**config.mk**
```make
export PLATFORM = sky130hd
export DESIGN_NAME = ppm_program_page_mapper
export DESIGN_NICKNAME = d
export VERILOG_FILES = /design/src/rtl/ppm_program_page_mapper.v
export VERILOG_INCLUDE_DIRS = /design/src /design/src/include
export SDC_FILE = /design/constraint.sdc
export NUM_CORES = 1
export LEC_CHECK = 0
export ABC_AREA = 1
export CORE_ASPECT_RATIO = 1.5
export CORE_MARGIN = 4
export CORE_UTILIZATION = 40
export DETAILED_ROUTE_END_ITERATION = 8
export DONT_BUFFER_PORTS = 1
export GPL_ROUTABILITY_DRIVEN = 0
export MAX_ROUTING_LAYER = met4
export SYNTH_ARGS = -nofsm -noshare
export SYNTH_HDL_FRONTEND = slang
export SYNTH_SLANG_ARGS = --single-unit
export TNS_END_PERCENT = 100
```
**constraint.sdc**
```tcl
create_clock -name ref_clk -period 3 [get_ports ref_clk]
set_clock_uncertainty 0.05 [all_clocks]
set_input_delay 0.45 -clock ref_clk [delete_from_list [all_inputs] [get_ports ref_clk]]
set_output_delay 0.45 -clock ref_clk [all_outputs]
set_load 0.005 [all_outputs]
```
**src/include/ppm_regs.vh**
```
// Register offsets, field positions and map constants of the program page mapper.
// Included by the mapper RTL; holds definitions only.
`ifndef PPM_REGS_VH
`define PPM_REGS_VH
`define PPM_PAGE_SEL_ADDR 8'hca
`define PPM_WIN_BASE_ADDR 8'hc9
`define PPM_PAGE_LSB 0
`define PPM_PAGE_MSB 1
`define PPM_STATIC_PAGE 2'h1
`define PPM_PC_MSB 11
`define PPM_OFS_MSB 10
`define PPM_WIN_OFS_MSB 5
`define PPM_WIN_BASE_MSB 6
`define PPM_VEC_IRQ_SHIFT 3
`define PPM_VEC_PAIR_SHIFT 1
`define PPM_BANK_LO 8'h00
`define PPM_ADDR_ZERO 13'h0000
`define PPM_TOP_ZERO 12'h000
`define PPM_WIN_LO 8'h40
`define PPM_WIN_HI 8'h7f
`define PPM_BANK_HI 8'h3f
`define PPM_RAM_LO 8'h84
`define PPM_RAM_HI 8'hbf
`define PPM_VEC_IRQ 12'hff0
`define PPM_VEC_NMI 12'hffc
`define PPM_VEC_RST 12'hffe
`define PPM_STACK_DEPTH 6
`define PPM_SP_MAX 3'h6
`define PPM_SP_ZERO 3'h0
`define PPM_SP_ONE 3'h1
`endif

```
**src/rtl/ppm_program_page_mapper.v**
```verilog
// Program page mapper: program page translation, data-ROM window, data space decode
// and six-level return stack.
// Assumes the core drives data writes and fetches synchronously to ref_clk.
//
// Behaviour
// (RQ1) Program addresses come from a 12-bit program counter, 4K logical range.
// (RQ2) Physical program memory is four 2K pages, numbered 0 to 3.
// (RQ3) Program counter bit 11 set always selects static page 1.
// (RQ4) Bit 11 clear maps the lower half to the page-select page.
// (RQ5) Lower range page 1 aliases the static upper page storage.
// (RQ6) Page select sits at data address ca, written like RAM.
// (RQ7) Page select is write-only; no reads or single-bit operations on it.
// (RQ8) Only bits 1:0 of page select exist; bits 7:2 unused.
// (RQ9) Page select has no defined reset value; software writes it first.
// (RQ10) Interrupts and calls leave page select untouched, never saved.
// (RQ11) Vectors at ff0-ff7, ffc-ffd and ffe-fff lie in the static page.
// (RQ12) Software changes dynamic page only while running in the static page.
// (RQ13) Handlers keep a RAM image written before page select, if changed.
// (RQ14) Hardware return stack holds six 12-bit program counter values.
// (RQ15) Program memory constants readable through a 64-byte data window.
// (RQ16) Banked RAM and EEPROM, 64 bytes each, appear at data 00-3f.
// (RQ17) Sixty bytes of general RAM are always present in data space.
// (RQ18) The data-ROM window occupies data addresses 40 to 7f.
// (RQ19) Window address is the window base above the six low data bits.
// (RQ20) Physical address is the two-bit page above program counter bits 10:0.
// (RQ21) Page select holds until rewritten; new value serves later fetches.
`timescale 1ns/1ps
`include "ppm_regs.vh"

module ppm_program_page_mapper (
	input wire ref_clk,
	input wire nrst,
	input wire [11:0] program_counter,
	input wire data_wr,
	input wire data_rd,
	input wire [7:0] data_addr,
	input wire [7:0] data_wdata,
	input wire stack_push,
	input wire stack_pop,
	input wire [11:0] stack_push_value,
	output reg [12:0] prog_phys_addr,
	output reg prog_is_static,
	output reg prog_is_vector,
	output reg [12:0] window_phys_addr,
	output reg window_hit,
	output reg bank_hit,
	output reg ram_hit,
	output reg wo_read_err,
	output reg [11:0] stack_top,
	output reg stack_overflow,
	output reg stack_underflow
);

	// The page field and the window base have no reset value; software must write them first.
	reg [1:0] page_select_r;
	reg [6:0] data_window_base_reg_r;
	reg [11:0] stack_mem [0:`PPM_STACK_DEPTH-1];
	reg [2:0] sp_r;
	reg [2:0] sp_nxt;
	reg [1:0] page_nxt;
	wire pc_high;
	wire page_sel_wr;
	wire win_base_wr;
	wire win_sel;
	wire bank_sel;
	wire ram_sel;
	wire vec_sel;

	assign pc_high = program_counter[`PPM_PC_MSB]; // RQ1
	assign page_sel_wr = data_wr && (data_addr == `PPM_PAGE_SEL_ADDR); // RQ6
	assign win_base_wr = data_wr && (data_addr == `PPM_WIN_BASE_ADDR);
	assign vec_sel = pc_high &&
		((program_counter[`PPM_PC_MSB:`PPM_VEC_IRQ_SHIFT] == `PPM_VEC_IRQ >> `PPM_VEC_IRQ_SHIFT) ||
		(program_counter[`PPM_PC_MSB:`PPM_VEC_PAIR_SHIFT] == `PPM_VEC_NMI >> `PPM_VEC_PAIR_SHIFT) ||
		(program_counter[`PPM_PC_MSB:`PPM_VEC_PAIR_SHIFT] == `PPM_VEC_RST >> `PPM_VEC_PAIR_SHIFT)); // RQ11

	// Data-ROM window decode.
	ppm_range_hit #(
		.LO(`PPM_WIN_LO),
		.HI(`PPM_WIN_HI)
	) u_win_range (
		.addr(data_addr),
		.hit(win_sel)
	); // RQ18

	// Banked RAM and EEPROM decode at the bottom of data space.
	ppm_range_hit #(
		.LO(`PPM_BANK_LO),
		.HI(`PPM_BANK_HI)
	) u_bank_range (
		.addr(data_addr),
		.hit(bank_sel)
	); // RQ16

	// Always-present general RAM decode.
	ppm_range_hit #(
		.LO(`PPM_RAM_LO),
		.HI(`PPM_RAM_HI)
	) u_ram_range (
		.addr(data_addr),
		.hit(ram_sel)
	); // RQ17

	// Upper half always lands on the static page; lower half follows page select.
	always @* begin
		if (pc_high) begin
			page_nxt = `PPM_STATIC_PAGE; // RQ3
		end else begin
			page_nxt = page_select_r; // RQ4 RQ5
		end
	end

	// Page and window registers are left without reset on purpose.
	always @(posedge ref_clk) begin
		if (page_sel_wr) begin
			page_select_r <= data_wdata[`PPM_PAGE_MSB:`PPM_PAGE_LSB]; // RQ8 RQ9 RQ21
		end
		if (win_base_wr) begin
			data_window_base_reg_r <= data_wdata[`PPM_WIN_BASE_MSB:0];
		end
	end

	// Stack pointer counts used entries; push and pop in one cycle cancel in depth, except on an empty stack, which then holds one entry.
	always @* begin
		sp_nxt = sp_r;
		if (stack_push && !stack_pop && sp_r != `PPM_SP_MAX) begin
			sp_nxt = sp_r + `PPM_SP_ONE;
		end else if (stack_pop && !stack_push && sp_r != `PPM_SP_ZERO) begin
			sp_nxt = sp_r - `PPM_SP_ONE;
		end else if (stack_push && stack_pop && sp_r == `PPM_SP_ZERO) begin
			sp_nxt = `PPM_SP_ONE;
		end
	end

	always @(posedge ref_clk) begin
		if (stack_push) begin
			if (stack_pop && sp_r != `PPM_SP_ZERO) begin
				stack_mem[sp_r - `PPM_SP_ONE] <= stack_push_value; // RQ14
			end else if (sp_r != `PPM_SP_MAX) begin
				stack_mem[sp_r] <= stack_push_value; // RQ14
			end
		end
	end

	// Next values of the registered outputs.
	wire [12:0] prog_phys_addr_nxt;
	wire prog_is_static_nxt;
	wire prog_is_vector_nxt;
	wire [12:0] window_phys_addr_nxt;
	wire window_hit_nxt;
	wire bank_hit_nxt;
	wire ram_hit_nxt;
	wire wo_read_err_nxt;
	wire stack_overflow_nxt;
	wire stack_underflow_nxt;
	wire data_access;
	wire wo_addr;
	reg [11:0] stack_top_nxt;

	assign data_access = data_rd || data_wr;
	assign wo_addr = (data_addr == `PPM_PAGE_SEL_ADDR) || (data_addr == `PPM_WIN_BASE_ADDR);
	assign prog_phys_addr_nxt = {page_nxt, program_counter[`PPM_OFS_MSB:0]}; // RQ2 RQ20 RQ10
	assign prog_is_static_nxt = (page_nxt == `PPM_STATIC_PAGE); // RQ5
	assign prog_is_vector_nxt = vec_sel; // RQ11
	assign window_phys_addr_nxt = {data_window_base_reg_r, data_addr[`PPM_WIN_OFS_MSB:0]}; // RQ15 RQ19
	assign window_hit_nxt = data_rd && win_sel; // RQ15
	assign bank_hit_nxt = data_access && bank_sel; // RQ16
	assign ram_hit_nxt = data_access && ram_sel; // RQ17
	assign wo_read_err_nxt = data_rd && wo_addr; // RQ7
	assign stack_overflow_nxt = stack_push && !stack_pop && (sp_r == `PPM_SP_MAX);
	assign stack_underflow_nxt = stack_pop && !stack_push && (sp_r == `PPM_SP_ZERO);

	// A dropped overflow push leaves the old top visible.
	always @* begin
		stack_top_nxt = stack_mem[sp_nxt - `PPM_SP_ONE];
		if (sp_nxt == `PPM_SP_ZERO) begin
			stack_top_nxt = `PPM_TOP_ZERO;
		end else if (stack_push && (stack_pop || sp_r != `PPM_SP_MAX)) begin
			stack_top_nxt = stack_push_value; // RQ14
		end
	end

	always @(posedge ref_clk) begin
		if (!nrst) begin
			sp_r <= `PPM_SP_ZERO;
		end else begin
			sp_r <= sp_nxt;
		end
	end

	always @(posedge ref_clk) begin
		if (!nrst) begin
			prog_phys_addr <= `PPM_ADDR_ZERO;
		end else begin
			prog_phys_addr <= prog_phys_addr_nxt;
		end
	end

	always @(posedge ref_clk) begin
		if (!nrst) begin
			prog_is_static <= 1'b0;
		end else begin
			prog_is_static <= prog_is_static_nxt;
		end
	end

	always @(posedge ref_clk) begin
		if (!nrst) begin
			prog_is_vector <= 1'b0;
		end else begin
			prog_is_vector <= prog_is_vector_nxt;
		end
	end

	always @(posedge ref_clk) begin
		if (!nrst) begin
			window_phys_addr <= `PPM_ADDR_ZERO;
		end else begin
			window_phys_addr <= window_phys_addr_nxt;
		end
	end

	always @(posedge ref_clk) begin
		if (!nrst) begin
			window_hit <= 1'b0;
		end else begin
			window_hit <= window_hit_nxt;
		end
	end

	always @(posedge ref_clk) begin
		if (!nrst) begin
			bank_hit <= 1'b0;
		end else begin
			bank_hit <= bank_hit_nxt;
		end
	end

	always @(posedge ref_clk) begin
		if (!nrst) begin
			ram_hit <= 1'b0;
		end else begin
			ram_hit <= ram_hit_nxt;
		end
	end

	always @(posedge ref_clk) begin
		if (!nrst) begin
			wo_read_err <= 1'b0;
		end else begin
			wo_read_err <= wo_read_err_nxt;
		end
	end

	always @(posedge ref_clk) begin
		if (!nrst) begin
			stack_top <= `PPM_TOP_ZERO;
		end else begin
			stack_top <= stack_top_nxt;
		end
	end

	always @(posedge ref_clk) begin
		if (!nrst) begin
			stack_overflow <= 1'b0;
		end else begin
			stack_overflow <= stack_overflow_nxt;
		end
	end

	always @(posedge ref_clk) begin
		if (!nrst) begin
			stack_underflow <= 1'b0;
		end else begin
			stack_underflow <= stack_underflow_nxt;
		end
	end

endmodule

// Flags an 8-bit data address that lies inside an inclusive range.
module ppm_range_hit #(
	parameter [7:0] LO = 8'h00,
	parameter [7:0] HI = 8'hff
) (
	input wire [7:0] addr,
	output wire hit
);

	assign hit = (addr >= LO) && (addr <= HI);

endmodule

```
==> impl_results.md <==
- Status: finished, final reports clean
- Synth area leaders: edfxtp_1 (48%), dfxtp_1 (19%), nand2_1 (8.9%)
- Worst Hold Path Cells: 1
- WL per Instance: 16.2 µm
- Final core occ: 47.0%
- Worst path required time: 3.06 ns
- DRT Pass-1 Iters: 4
- Crit path capture type: flip-flop
- CP startpoint: sp_r[0]
- Synth Net Count: between 500 and 600
- Avg Cell Area, Syn: 10.4 µm²
- Area growth syn-to-layout: 15.4%
- CP max FO: 8
- Clock power share: between 40% and 50%
- EDFF count, synth: 81
- Final period util: 85.0%
- Num rows: 50
- TritonCTS buffer count: 17
- Clock Pin Slew Worst Setup and Hold Paths: roughly 0.05 ns
- WS Path Type: flip-flop to flip-flop
- Detailed-route via count: 3369
- Largest net degree at the start of global routing: 38
- I/O pins: 92
- DR DRC count: 0
- Starting density of the core: 40.8%
- Crit-path max cell delay: 0.37 ns
- CTS tree: built
- GRT overflow: 0
- Post-Synthesis Cells: 490
- Commonest cells in the netlist: nand2_1 (121), edfxtp_1 (81), nand3_1 (80)
- Slew Limit Fails: 0
- Slowest-stage cell, CP: dfxtp_1
- Final hold violations: 0
- Setup TNS: 0 ns
- Nets: 555
- Ant. Diodes: 0
- Async SR Flop Fraction: 0%
- Post-synthesis sequential area ratio: 67.3%
- RSZ-0062 raised after global routing: no
- Post-DP HPWL: between 7000 and 8000 µm
- Share of cells above drive strength 1: 11.2%
- # fillers: 1157
- Total of max-cap violations: 0
- Final Hold Slack: 0.0649 ns
- Synth cell types: 28
- RR Startpoint: sp_r[0]
- Net Sw Frac: a little over a quarter
- Final ANT Viol Nets: 0
- Int Pwr: 3.46 mW
- Comb power frac: a little over an eighth
- Total power: 4.69 mW
- Post-synth top flop: edfxtp_1
- Post-synthesis instance area: 5070 µm²
- Flop and latch count out of synthesis: 130
- Reg2Reg Depth: 10
- GRT Resource Usage Total: 16.3%
- Post-synth top area share: between 40% and 50%
- Post-CTS sizing: 0
- CP Launch Type: flip-flop
- # setup viols final: 0
- Part of the power in registers: about 44%
- Worst path top cell family by delay: simple AND/OR/NAND/NOR gates
- Hold path startpoint: data_addr[7]
- Area of the die: between 10000 and 15000 µm²
- Root Driver: clkbuf_16
- Clk Latency, worst-skew pair: between 0.4 and 0.5 ns
- Routed wire length: 10900 µm
- Count leader, synth: nand2_1
- Worst Path Buf+Inv: 3
- WP depth: 10
- Initial antenna violation count: 0
- Static leakage: 2.55 nW
- Global-route wire length before repair: 17600 µm
- Chip Height: 146 µm
- # port buffers: 0
- Clock Path Buffers: 2
- Final min period: roughly 2.6 ns
- Detailed Route Iter0 Violations: 138
- Setup Fix Bufs, Post-CTS: 0
- Power Dens Cells: 801 nW/µm²
- Vias/cell: ~5
- CTS Hold Bufs: 0
- Slew at the pin with the worst max-slew slack: 0.616 ns
- Relative slew slack: just under 60%
- Cell taking the most area after synthesis: edfxtp_1
- Worst hold path class: input pin to flip-flop
- Die W: 100 µm
- Peak supply drop: 0.377 mV
- Crit-path cells: inv_1, ha_1, inv_2, nor2_4, o211ai_1, nand3_1, o21ai_0, nand2_1, nor2_1, buf_4
- YS warnings: 0
- H-tree depth: 4
- Design area: 5860 µm²
- Max Fclk: roughly 390 MHz
- Clock sink total: 130
- Core Area: roughly 12000 µm²
- Vias in the first global route: between 3000 and 4000
- NetSw: 1.23 mW
- Critical Path AT: 2.61 ns
- Placement Cell Area: 5270 µm²
[per-stage QoR]
stage / instances / worst slack, ns
2_1_floorplan: 490 / 0.479
3_3_place_gp: 641 / 0.464
3_5_place_dp: 641 / 0.410
4_1_cts: 673 / 0.401
5_1_grt: 673 / 0.168
6_report: 673 / 0.449
[logic make-up after synthesis]
family,Yosys count,synth area share [%]
AOI/OAI and AO/OA,33,3.55
DFF,130,67.3
adders and majority gates,5,1.23
buffers and inverters,87,7.37
and+or+nand+nor,233,20.2
xor gates and xnor gates,2,0.345
[power groups by stage]
stage / clock, mW / sequential [mW] / combinational (mW)
after floorplan: 0 / 2.10 / 0.483
after global placement: 0 / 2.11 / 0.624
after detailed placement: 0 / 2.12 / 0.638
after CTS: 2.02 / 2.08 / 0.639
after global routing: 2.10 / 2.09 / 0.724
final: 1.98 / 2.08 / 0.630
[registers in the layout, summed over array words and instances (netlist names), 2 cells and up]
signal and count:
stack_top 12, sp_r 3, data_window_base_reg_r 7, stack_mem 72, page_select_r 2, prog_phys_addr 13
window_phys_addr 13
[worst reg2reg max path, cell delays in order, from the launching register on]
cell	delay [ns]
dfxtp_1	0.37
inv_1	0.13
ha_1	0.24
inv_2	0.07
nor2_4	0.04
o211ai_1	0.38
nand3_1	0.11
o21ai_0	0.13
nand2_1	0.11
nor2_1	0.36
buf_4	0.27
[path summary, 6_finish.rpt]
check                           slack [ns]                   end
worst max-delay path                  0.45       stack_mem[0][0]
worst max register to register        0.45       stack_mem[0][0]
worst min-delay path                  0.06            window_hit
worst min register to register        0.38  window_phys_addr[10]
[cell type report]
cell class                      count  area, µm²  share of cell area [%]
Multi-Input combinational cell    273       1290                    22.1
Clock inverter                      9       65.1                    1.11
Sequential cell                   130       3410                    58.3
Clock buffer                       23        522                    8.91
Timing Repair Buffer               16        120                    2.05
Tap cell                          156        195                    3.33
Inverter                           66        248                    4.23
[metal layers]
metal  GRT usage, %  up-vias  wire length (µm)
met1           16.7     1569              4040
met3           6.09       19               867
met5              -        -                 0
li1               -     1651                 -
met4           6.43        0               201
met2           27.8      130              5760
[cell usage in the layout (no fill, tap or decap), types with 3 or more instances in the layout]
master,instances
nand3_1,80
edfxtp_1,81
nor4_1,4
nor2_1,15
a21oi_1,24
o21ai_0,3
ha_1,5
nand2_2,4
o211ai_1,3
buf_4,16
nand2_1,121
inv_1,62
dfxtp_1,49
clkbuf_16,20
inv_2,4
clkinv_4,3
(Power assumes the default switching activity.)
